**config.mk**
```make
export PLATFORM = sky130hd
export DESIGN_NAME = arw_regs
export DESIGN_NICKNAME = d
export VERILOG_FILES = /design/src/arw_pkg.sv /design/src/arw_trim.sv /design/src/arw_format.sv /design/src/arw_regs.sv
export SDC_FILE = /design/constraint.sdc
export NUM_CORES = 1
export LEC_CHECK = 0
export BUFFER_PORTS_ARGS = -buffer_cell sky130_fd_sc_hd__buf_2
export CORE_UTILIZATION = 61
export CTS_CLUSTER_DIAMETER = 50
export DETAILED_ROUTE_END_ITERATION = 6
export HOLD_SLACK_MARGIN = 0.05
export PLACE_DENSITY = 0.84
export SYNTH_ARGS = -nofsm -noshare
export SYNTH_HDL_FRONTEND = slang
export SYNTH_SLANG_ARGS = --single-unit
```
**constraint.sdc**
```tcl
create_clock -name core_clk -period 27.3 [get_ports core_clk]
set_input_delay 2.73 -clock core_clk [delete_from_list [all_inputs] [get_ports core_clk]]
set_output_delay 2.73 -clock core_clk [all_outputs]
set_load 0.005 [all_outputs]
```
**src/arw_pkg.sv**
```systemverilog
/*
 * Constants shared by the converter result, window and trim register logic.
 * Assumes byte offsets on an 8-bit register address and 16-bit register data.
 */
package arw_pkg;
    // ****************************************
    // Register offsets
    // ****************************************
    localparam logic [7:0] OFS_AVG = 8'h02;
    localparam logic [7:0] OFS_CTRL = 8'h04;
    localparam logic [7:0] OFS_MASK = 8'h14;
    localparam logic [7:0] OFS_FLAG = 8'h18;
    localparam logic [7:0] OFS_STATUS = 8'h19;
    localparam logic [7:0] OFS_RESULT = 8'h1A;
    localparam logic [7:0] OFS_WINLO = 8'h1C;
    localparam logic [7:0] OFS_WINHI = 8'h20;
    localparam logic [7:0] OFS_GAIN = 8'h24;
    localparam logic [7:0] OFS_OFFS = 8'h26;
    localparam logic [7:0] OFS_FACT = 8'h28;
    localparam logic [7:0] OFS_DBG = 8'h2A;
    // ****************************************
    // Field positions
    // ****************************************
    localparam int CTRL_ENABLE = 0;
    localparam int CTRL_LEFT = 1;
    localparam int CTRL_TRIM = 2;
    localparam int CTRL_WINEN = 3;
    localparam int AVG_CNT_LSB = 0;
    localparam int AVG_SHIFT_LSB = 4;
    localparam int FLAG_DONE = 0;
    localparam int FLAG_LOST = 1;
    localparam int FLAG_WIN = 2;
    localparam int FLAG_SYNC = 3;
    localparam int STATUS_SYNC = 7;
    localparam int FACT_BIAS_LSB = 8;
    localparam int FACT_LIN_LSB = 0;
    localparam int DBG_RUN = 0;
    localparam int TRIM_FRAC = 11;
    // ****************************************
    // Reset values, counts and limits
    // ****************************************
    localparam logic [15:0] RST_WORD = 16'h0000;
    localparam logic [3:0] SYNC_LEN = 4'h3;
    localparam logic [15:0] MAX_NARROW = 16'h0FFF;
    localparam logic [15:0] MAX_WIDE = 16'hFFFF;

    // Clamp a signed value to the active result width
    function automatic logic [15:0] arw_sat(input logic signed [19:0] v, input logic wide);
        logic [15:0] lim;
        lim = wide ? MAX_WIDE : MAX_NARROW;
        if (v < 0) begin
            return 16'h0000;
        end else if (v > $signed({4'h0, lim})) begin
            return lim;
        end
        return v[15:0];
    endfunction
endpackage

```
**src/arw_trim.sv**
```systemverilog
/*
 * Offset and gain trim of one conversion value, combinational.
 * Assumes the caller stores the trimmed value on its own clock.
 */
`timescale 1ns/1ps
`default_nettype none
module arw_trim (
    input wire logic [15:0] rawVal,
    input wire logic [11:0] gainTrim,
    input wire logic [11:0] offsetTrim,
    input wire logic apply,
    input wire logic wide,
    output logic [15:0] trimVal
);
    import arw_pkg::*;

    logic signed [17:0] diff;
    logic signed [30:0] prod;
    logic signed [19:0] scaled;

    always_comb begin
        // Offset first, then gain 1.11 fixed point
        diff = $signed({2'b00, rawVal}) - $signed({{6{offsetTrim[11]}}, offsetTrim});
        prod = diff * $signed({1'b0, gainTrim});
        scaled = prod[30:TRIM_FRAC];
        trimVal = apply ? arw_sat(scaled, wide) : rawVal;
    end
endmodule
`default_nettype wire

```
**src/arw_format.sv**
```systemverilog
/*
 * Result layout and window comparison, combinational.
 * Assumes storedVal is the value already held in the result register.
 */
`timescale 1ns/1ps
`default_nettype none
module arw_format (
    input wire logic [15:0] value,
    input wire logic leftJustify,
    input wire logic overSampled,
    input wire logic [15:0] storedVal,
    input wire logic windowEnable,
    input wire logic [15:0] windowLowLimit,
    input wire logic [15:0] windowHighLimit,
    output logic [15:0] placed,
    output logic winMatch
);
    always_comb begin
        if (overSampled) begin
            placed = value;
        end else if (leftJustify) begin
            placed = {value[11:0], 4'h0};
        end else begin
            placed = {4'h0, value[11:0]};
        end
        // Compare in result register alignment
        winMatch = windowEnable && (storedVal >= windowLowLimit)
            && (storedVal <= windowHighLimit);
    end
endmodule
`default_nettype wire

```
**src/arw_regs.sv**
```systemverilog
/*
 * Converter result, window monitor and trim registers with flags and interrupt.
 * Assumes a single clock, a one-cycle strobed register port and a converter
 * core that pulses sampleValid with a 12-bit sample.
 */
// Our own choice: the strobed register port.
`timescale 1ns/1ps
`default_nettype none
module arw_regs #(
    parameter logic [3:0] SYNC_CYCLES = arw_pkg::SYNC_LEN
) (
    input wire logic core_clk,
    input wire logic reset_n,
    input wire logic [7:0] regAddr,
    input wire logic [15:0] regWrData,
    input wire logic regWrStrobe,
    input wire logic regRdStrobe,
    output logic [15:0] regRdData,
    input wire logic sampleValid,
    input wire logic [11:0] sampleData,
    input wire logic debugHalt,
    output logic convRun,
    output logic syncInProgress,
    output logic irq,
    output logic [2:0] biasTrim,
    output logic [7:0] linearityTrim
);
    import arw_pkg::*;

    // ****************************************
    // State
    // ****************************************
    typedef struct packed {
        logic [15:0] result;
        logic [15:0] winLo;
        logic [15:0] winHi;
        logic [11:0] gain;
        logic [11:0] offs;
        logic [2:0] bias;
        logic [7:0] lin;
        logic runHalted;
        logic enable;
        logic leftJust;
        logic trimApply;
        logic winEn;
        logic [2:0] avgCnt;
        logic [2:0] avgShift;
        logic [3:0] flags;
        logic [3:0] mask;
        logic unread;
        logic [3:0] syncCnt;
        logic sync;
        logic [18:0] acc;
        logic [7:0] sampleCnt;
        logic winPend;
        logic [15:0] rdData;
        logic irq;
        logic convRun;
    } arw_state_t;

    arw_state_t q;
    arw_state_t d;

    logic runNow;
    logic overSampled;
    logic lastSample;
    logic storeEv;
    logic [18:0] accSum;
    logic [18:0] accShift;
    logic [7:0] lastIdx;
    logic [15:0] avgVal;
    logic [15:0] preVal;
    logic [15:0] trimVal;
    logic [15:0] placed;
    logic winMatch;

    // ****************************************
    // Sample path
    // ****************************************
    assign runNow = q.enable && (!debugHalt || q.runHalted);
    assign overSampled = (q.avgCnt != 3'h0);
    assign lastIdx = (8'h01 << q.avgCnt) - 8'h01;
    assign lastSample = !overSampled || (q.sampleCnt == lastIdx);
    assign storeEv = sampleValid && runNow && lastSample;
    assign accSum = q.acc + {7'h00, sampleData};
    assign accShift = accSum >> q.avgShift;
    assign avgVal = arw_sat($signed({1'b0, accShift}), 1'b1);
    assign preVal = overSampled ? avgVal : {4'h0, sampleData};

    arw_trim u_trim (
        .rawVal(preVal),
        .gainTrim(q.gain),
        .offsetTrim(q.offs),
        .apply(q.trimApply),
        .wide(overSampled),
        .trimVal(trimVal)
    );

    arw_format u_format (
        .value(trimVal),
        .leftJustify(q.leftJust),
        .overSampled(overSampled),
        .storedVal(q.result),
        .windowEnable(q.winEn),
        .windowLowLimit(q.winLo),
        .windowHighLimit(q.winHi),
        .placed(placed),
        .winMatch(winMatch)
    );

    // ****************************************
    // Next state
    // ****************************************
    always_comb begin
        d = q;
        d.rdData = RST_WORD;
        // Transfer countdown
        if (q.syncCnt != 4'h0) begin
            d.syncCnt = q.syncCnt - 4'h1;
        end
        // Register writes
        if (regWrStrobe) begin
            if (regAddr == OFS_CTRL) begin
                d.enable = regWrData[CTRL_ENABLE];
                d.leftJust = regWrData[CTRL_LEFT];
                d.trimApply = regWrData[CTRL_TRIM];
                d.winEn = regWrData[CTRL_WINEN];
                d.syncCnt = SYNC_CYCLES;
            end else if (regAddr == OFS_AVG) begin
                d.avgCnt = regWrData[AVG_CNT_LSB +: 3];
                d.avgShift = regWrData[AVG_SHIFT_LSB +: 3];
            end else if (regAddr == OFS_MASK) begin
                d.mask = regWrData[3:0];
            end else if (regAddr == OFS_FLAG) begin
                d.flags = q.flags & ~regWrData[3:0];
            end else if (regAddr == OFS_WINLO) begin
                d.winLo = regWrData;
                d.syncCnt = SYNC_CYCLES;
            end else if (regAddr == OFS_WINHI) begin
                d.winHi = regWrData;
                d.syncCnt = SYNC_CYCLES;
            end else if (regAddr == OFS_GAIN) begin
                d.gain = regWrData[11:0];
            end else if (regAddr == OFS_OFFS) begin
                d.offs = regWrData[11:0];
            end else if (regAddr == OFS_FACT) begin
                d.bias = regWrData[FACT_BIAS_LSB +: 3];
                d.lin = regWrData[FACT_LIN_LSB +: 8];
            end else if (regAddr == OFS_DBG) begin
                if (!q.enable) begin
                    d.runHalted = regWrData[DBG_RUN];
                end
            end
        end
        // Register reads
        if (regRdStrobe) begin
            if (regAddr == OFS_CTRL) begin
                d.rdData = {12'h000, q.winEn, q.trimApply, q.leftJust, q.enable};
            end else if (regAddr == OFS_AVG) begin
                d.rdData = {9'h000, q.avgShift, 1'b0, q.avgCnt};
            end else if (regAddr == OFS_MASK) begin
                d.rdData = {12'h000, q.mask};
            end else if (regAddr == OFS_FLAG) begin
                d.rdData = {12'h000, q.flags};
            end else if (regAddr == OFS_STATUS) begin
                d.rdData = RST_WORD;
                d.rdData[STATUS_SYNC] = q.sync;
            end else if (regAddr == OFS_RESULT) begin
                d.rdData = q.result;
                d.flags[FLAG_DONE] = 1'b0;
                d.flags[FLAG_WIN] = 1'b0;
                d.unread = 1'b0;
            end else if (regAddr == OFS_WINLO) begin
                d.rdData = q.winLo;
            end else if (regAddr == OFS_WINHI) begin
                d.rdData = q.winHi;
            end else if (regAddr == OFS_GAIN) begin
                d.rdData = {4'h0, q.gain};
            end else if (regAddr == OFS_OFFS) begin
                d.rdData = {4'h0, q.offs};
            end else if (regAddr == OFS_FACT) begin
                d.rdData = {5'h00, q.bias, q.lin};
            end else if (regAddr == OFS_DBG) begin
                d.rdData = {15'h0000, q.runHalted};
            end
        end
        // Sync busy follows the countdown
        d.sync = (d.syncCnt != 4'h0);
        if (q.sync && !d.sync) begin
            d.flags[FLAG_SYNC] = 1'b1;
        end
        // Accumulation
        if (!q.enable) begin
            d.acc = 19'h00000;
            d.sampleCnt = 8'h00;
        end else if (sampleValid && runNow && overSampled) begin
            if (lastSample) begin
                d.acc = 19'h00000;
                d.sampleCnt = 8'h00;
            end else begin
                d.acc = accSum;
                d.sampleCnt = q.sampleCnt + 8'h01;
            end
        end
        // Result store, setting wins over clearing
        d.winPend = storeEv;
        if (storeEv) begin
            d.result = placed;
            d.flags[FLAG_DONE] = 1'b1;
            if (q.unread) begin
                d.flags[FLAG_LOST] = 1'b1;
            end
            d.unread = 1'b1;
        end
        if (q.winPend && winMatch) begin
            d.flags[FLAG_WIN] = 1'b1;
        end
        d.irq = |(d.flags & d.mask);
        d.convRun = runNow;
    end

    always_ff @(posedge core_clk or negedge reset_n) begin
        if (!reset_n) begin
            q <= '0;
        end else begin
            q <= d;
        end
    end

    assign regRdData = q.rdData;
    assign convRun = q.convRun;
    assign syncInProgress = q.sync;
    assign irq = q.irq;
    assign biasTrim = q.bias;
    assign linearityTrim = q.lin;
endmodule
`default_nettype wire

```
==> results of run 1 <==
-- registers in the layout, indices dropped and copies added (netlist names) --
name / cells
biasTrim: 3
q: 124
irq: 1
regRdData: 16
convRun: 1
linearityTrim: 8
syncInProgress: 1
-- metal layers --
layer,vias to the layer above,part of all wire (%),routed length [µm]
met4,0,3.7,1900
met3,183,8.4,4370
met5,-,0,0
met1,7820,41,21000
met2,870,47,24600
li1,7125,-,-
-- worst reg2reg max path, delay by kind of cell (launching register included) --
kind | cells | cell delay [ns]
adder cells (fa/ha/maj) | 11 | 4.66
AO/OA/AOI/OAI | 22 | 5.77
buffers and inverters | 4 | 0.21
flip-flops | 1 | 0.36
XOR/XNOR | 1 | 0.12
AND/OR/NAND/NOR | 13 | 2.40
-- path summary, 6_finish.rpt --
path	from	cells after the start	slack, ns	end
hold / removal	q[34]	2	0.49	q[34]
setup / recovery	sampleData[0]	52	11.65	q[143]
hold reg to reg	q[34]	2	0.49	q[34]
max in group asynchronous	reset_n	2	23.50	q[127]
min in group asynchronous	reset_n	1	2.33	biasTrim[1]
setup reg to reg	q[27]	51	13.68	q[143]
-- area by class of cell --
type	count	area, µm²
clock buffers	19	443
clock inverters	12	190
fillers	2451	10500
inverters	349	1310
multi-input cells	1526	13200
flip-flops and latches	154	3850
well taps	396	495
repair buffers	95	542
-- through the flow --
| step | setup WS [ns] | hold WS, ns |
|---|---|---|
| 4_1_cts | 11.73 | 0.491 |
| 3_5_place_dp | 11.33 | 0.467 |
| 2_1_floorplan | 12.96 | 0.447 |
| 3_3_place_gp | 11.82 | 0.462 |
| 6_report | 11.65 | 0.487 |
| 5_1_grt | 10.57 | 0.528 |
-- power breakdown --
part | switching (mW) | internal, mW
Clock | 0.0996 | 0.156
Sequential | 0.0261 | 0.245
Combinational | 0.280 | 0.171
-- cell usage in the layout, fill, tap and decap left out, drive strengths merged, types with 7 or more instances in the layout --
master,netlist,layout
a2111oi,11,11
a211o,7,7
a21boi,8,8
a21o,19,19
a21oi,90,90
a221o,13,13
a22o,12,12
a22oi,18,18
a31oi,23,23
and2,100,100
and3,14,14
buf,35,95
clkbuf,90,19
dfrtp,154,154
fa,196,196
ha,134,134
inv,348,350
mux2,83,83
mux2i,9,9
nand2,223,223
nand2b,18,18
nand3,42,42
nand4,7,7
nor2,96,96
nor2b,26,26
nor3,37,37
nor4,7,7
o2111ai,7,7
o211ai,9,9
o21a,30,30
o21ai,95,95
o22ai,15,15
o311ai,8,8
o31ai,14,14
or2,12,12
or3,8,8
xnor2,35,35
xor2,20,20
-- synth_stat cells (all sizes together) (37+ instances only) --
master  number  area, µm²
a21oi       90        450
and2       100        629
clkbuf      90        372
dfrtp      154       3850
fa         196       3920
ha         134       1680
inv        348       1310
mux2        83        935
nand2      223        837
nand3       42        210
nor2        96        368
nor3        37        185
o21ai       95        475
-- cell families after synthesis --
family,after synthesis
AOI/OAI and AO/OA,424
xor gates and xnor gates,55
adders and majority gates,330
buffers and inverters,474
DFF,154
muxes,97
and+or+nand+nor,620
==> impl_metrics.toml, run 1 <==
[cts]
clock_latency_ns = 0.44
cts_root_buffer = "clkbuf_16"
clk_pin_slew_ns = 0.07
numCtsBuffers = 17
cts_sinks = 154
cts_tree = "built"
ctsHoldBuffers = 0
cts_resized = 0
cts_buffer_depth = 2
cts_post_setup_buffers_inserted = 0
htreeDepth = 4

[die]
die_y_um = 178
die-area_um2 = 31900
row_count = 64
dieWidth_um = 178
pin_count = 72
coreArea_um2 = 30600
start_util_pct = 62.1

[flow_run]
cap_violations = 0

[logic_synthesis]
yosysSeqAreaShare_pct = 20.3
async_flop_share_pct = 100
syn-num-nets = 2526
synth_compound_area_share_pct = 15.4
synth.ff_latch_count = 154
synth_mux_area_share_pct = 5.99
synth_fa_ha_area_share_pct = 29.5
syn_area_um2 = 19000
synth_edf_count = 0
synth-xor-area-share_pct = 2.54
synthCells = 2154
ys_warn_count = 0
synth_top_family_by_area = "adder cells"
synthSimpleGateAreaFrac_pct = 16.2
synth_ff_type = "dfrtp_1"
avgSynthCellArea_um2 = 8.82
synthDistinctLibCells = 92

[place]
dp.cells = 2520
dpl_cell_area_um2 = 19400
hpwl_um = 39300
gp_congestion = 0.984
io_buffers = 71

[drt]
drtIter0Drc = 1623
routedWlPerCell_um = 20.3
dr_total_vias = 16000
routed_wl_um = 51900
ant_nets = 0
viasPerCell = 6.27
drc = 4
drt-pass1-iter-count = 7

[grt]
grt_pass1_wl_um = 83700
grtUsageMet2_pct = 56.6
grt_pass1_vias = 16100
grt_max_degree = 82
use_met3_pct = 5.37
overflow = 0
met1_usage_pct = 44.6
antenna_found_initial = 0
grt_busiest_layer = "met2"
grt_usage_pct = 34.0

[pwr]
total_power_uw = 977
power_density_nw_per_um2 = 48.7
p_leak_nw = 9.95
ir_worst_vdd_mv = 0.0466

[setup_path]
critPathBufInv = 5
critPathMaxStageDelay_ns = 0.61
startpoint_type = "input port"
cpMaxStageDelayCell = "a2111oi_1"
crit_path_frequent_cell = "fa_1"
critPathKind = "in -> reg"
path_delay_family = "compound AO/OA/AOI/OAI gates"
worst_ep_arrival_time_ns = 15.97
path_max_fanout = 12
crit_path_end_kind = "flip-flop"
crit_required_ns = 27.62

[sta]
slew_violations = 0
fmaxAchievable_mhz = 63.9
finalCritPeriodShare_pct = 57.3
hold_viol = 0
rsz0062_at_grt = "no"
max_slew.worst_pin.slew_ns = 1.18
tns_ns = 0
fin_skew_ns = 0.0154
slew_headroom_pct = 20.6
period_minus_slack_ns = 15.65
setup_viol = 0

[finish]
fin_util_pct = 65.6
nNetsFinal = 2515
diodes = 0
stdcell_count = 2551
area_growth_syn_to_layout_pct = 5.58
drive_above_1_share_pct = 12.0
stdcell_area_um2 = 20100

[status]
status = "finished, violations left"
violations = "design-rule violations"

[min_path]
hp-class = "reg -> reg"
No activity file was read; power rests on OpenSTA's default activity.
==> run 2: changes to the inputs <==
--- a/config.mk
+++ b/config.mk
@@ -5,6 +5,7 @@
 export SDC_FILE = /design/constraint.sdc
 export NUM_CORES = 1
 export LEC_CHECK = 0
+export ABC_AREA = 1
 export BUFFER_PORTS_ARGS = -buffer_cell sky130_fd_sc_hd__buf_2
 export CORE_UTILIZATION = 61
 export CTS_CLUSTER_DIAMETER = 50
==> constraint.sdc (replaced) <==
create_clock -name core_clk -period 16.22 [get_ports core_clk]
set_input_delay 1.622 -clock core_clk [delete_from_list [all_inputs] [get_ports core_clk]]
set_output_delay 1.622 -clock core_clk [all_outputs]
set_load 0.005 [all_outputs]
==> run 2 against run 1 <==
  * The run still ends with design-rule violations left
  * Worst hold slack improved by 0.0027 ns
  * Sequential share of layout area increased by 0.15 points
  * Via count increased by 9.0%
  * Utilization decreased by 0.34 points
  * Clock skew decreased by 0.0039 ns
  * Power increased by 130%
  * Global-route usage increased by 1.8 points
  * Register-to-register slack got worse by 9.2 ns
  * Count of clock-buffer cells in the layout decreased by 2
  * Critical path depth increased by 15
  * Synthesized cell count increased by 20%
  * Non-clock buffer count decreased by 18
==> impl_metrics.toml, run 2 <==
[sta]
slew_violations = 0
setup_viol = 0
finalCritPeriodShare_pct = 77.9
slew_headroom_pct = 27.0
tns_ns = 0
period_minus_slack_ns = 12.64
fmaxAchievable_mhz = 79.1
fin_skew_ns = 0.0115
max_slew.worst_pin.slew_ns = 1.09
hold_viol = 0
rsz0062_at_grt = "no"

[cts]
numCtsBuffers = 17
cts_tree = "built"
clock_latency_ns = 0.45
cts_resized = 0
htreeDepth = 4
cts_post_setup_buffers_inserted = 0
cts_root_buffer = "clkbuf_16"
cts_sinks = 154
ctsHoldBuffers = 0
clk_pin_slew_ns = 0.06
cts_buffer_depth = 2

[setup_path]
crit_path_end_kind = "flip-flop"
crit_required_ns = 16.55
worst_ep_arrival_time_ns = 12.97
crit_path_frequent_cell = "nand2_1"
critPathKind = "in -> reg"
path_max_fanout = 15
critPathBufInv = 8
startpoint_type = "input port"
critPathMaxStageDelay_ns = 0.55
cpMaxStageDelayCell = "fa_1"
path_delay_family = "simple AND/OR/NAND/NOR gates"

[grt]
antenna_found_initial = 0
grt_pass1_vias = 17200
grt_max_degree = 98
grt_pass1_wl_um = 87400
overflow = 0
grt_usage_pct = 35.8

[finish]
final_common_cell = "nand2_1"
nNetsFinal = 2966
multiInputGateArea_um2 = 12500
final_cell_mix = "nand2_1 (591), inv_1 (535), nor2_1 (234), fa_1 (196), o21ai_0 (159)"
regMostFlops = "q"
area_growth_syn_to_layout_pct = 5.38
diodes = 0
fillers = 2674
ff_latch_area_um2 = 3850
drive_above_1_share_pct = 6.75
largest_reg_flops = 124

[logic_synthesis]
yosysSeqAreaShare_pct = 20.4
syn_area_um2 = 18900
yosysMostFrequentCell = "nand2_1"
synthDistinctLibCells = 57
ys_warn_count = 0
synthTopCellsByArea = "fa_1 (21%), dfrtp_1 (20%), nand2_1 (12%), inv_1 (11%), ha_1 (8.9%)"
synthDominantCellAreaShare_pct = 20.8
synthCells = 2586
synth.ff_latch_count = 154
synth_top_area_cell = "fa_1"
synth_top_cells_by_count = "nand2_1 (591), inv_1 (535), nor2_1 (234)"
synth_edf_count = 0
synth_ff_type = "dfrtp_1"
syn-num-nets = 2958
avgSynthCellArea_um2 = 7.30
async_flop_share_pct = 100

[die]
dieWidth_um = 178
pin_count = 72
coreArea_um2 = 30500
row_count = 64
die_y_um = 178
die-area_um2 = 31700
start_util_pct = 61.9

[pwr]
power_density_nw_per_um2 = 115
p_leak_nw = 10.5
ir_worst_vdd_mv = 0.0929
total_power_mw = 2.28

[min_path]
hp-class = "reg -> reg"

[place]
hpwl_um = 43900
io_buffers = 71
gp_congestion = 1.01

[drt]
routedWlPerCell_um = 18.2
drc = 5
routed_wl_um = 54700
ant_nets = 0
dr_total_vias = 17400
viasPerCell = 5.81
drtIter0Drc = 2017
drt-pass1-iter-count = 7

[status]
status = "finished, violations left"
violations = "design-rule violations"

[flow_run]
cap_violations = 0
==> run 2: changes by cell type in the layout (fill, tap and decap cells not counted), moves of 16 or more <==
cell / before / now
nand3_1: 42 / 114
mux2_2: 83 / 0
nand4_1: 7 / 23
o21ai_0: 92 / 159
nor2_1: 93 / 234
nand2_1: 223 / 591
buf_4: 24 / 6
and2_1: 96 / 6
xnor2_1: 35 / 11
o21a_1: 30 / 6
inv_1: 348 / 535
nor2b_1: 26 / 0
nand2b_1: 18 / 0
==> run 2: path summary, 6_finish.rpt <==
| path | depth (start not counted) | slack (ns) | startpoint | endpoint |
|---|---|---|---|---|
| setup / recovery | 67 | 3.58 | sampleData[0] | q[153] |
| hold / removal | 2 | 0.49 | q[120] | q[120] |
| hold reg to reg | 2 | 0.49 | q[120] | q[120] |
| max in group asynchronous | 2 | 13.66 | reset_n | q[43] |
| min in group asynchronous | 1 | 1.27 | reset_n | q[118] |
| setup reg to reg | 66 | 4.49 | q[27] | q[153] |
==> run 2: layout make-up <==
type                    count  area share (%)
flip-flops and latches    154            19.4
repair buffers             77            2.04
clock inverters            15           0.754
inverters                 547            10.3
multi-input cells        1797            62.9
clock buffers              17            2.14
well taps                 396            2.49
==> run 2: cells by family (layout without fill, tap and decap cells) <==
| family | after synthesis | after routing | share of synthesized area [%] |
|---|---|---|---|
| and+or+nand+nor | 1051 | 1051 | 23.2 |
| buffers and inverters | 635 | 656 | 13.3 |
| AOI/OAI and AO/OA | 383 | 383 | 11.9 |
| adders and majority gates | 330 | 330 | 29.6 |
| DFF | 154 | 154 | 20.4 |
| xor gates and xnor gates | 32 | 32 | 1.52 |
| muxes | 1 | 1 | 0.0530 |
==> run 2: stage by stage <==
step	hold WS, ns	std cells	utilization (%)	cell area [µm²]	setup WS [ns]
6_report	0.490	3003	65.2	19900	3.58
5_1_grt	0.516	3003	65.2	19900	2.68
4_1_cts	0.488	3003	65.2	19900	3.70
3_5_place_dp	0.473	2971	63.4	19300	3.26
3_3_place_gp	0.467	2971	63.4	19300	3.47
2_1_floorplan	0.453	2586	-	18900	5.18
==> run 2: report_power, final <==
part / switching [mW] / internal [mW]
clock: 0.184 / 0.216
combinational: 0.921 / 0.449
sequential: 0.0724 / 0.440
total: 1.18 / 1.11
==> run 2: layer usage <==
layer	vias to the layer above	global-route usage (%)	wire length [µm]
met1	8296	49.4	22800
li1	8040	-	-
met3	127	7.40	5670
met2	976	56.6	24700
met5	-	0	0
met4	0	11.2	1490
==> run 2: worst register-to-register path: cells and delay by family (launching register included) <==
family / cells / cell delay (ns)
AOI/OAI and AO/OA: 5 / 0.86
xor gates and xnor gates: 1 / 0.16
adders and majority gates: 11 / 4.47
buffers and inverters: 7 / 0.59
DFF: 1 / 0.37
and+or+nand+nor: 42 / 5.10
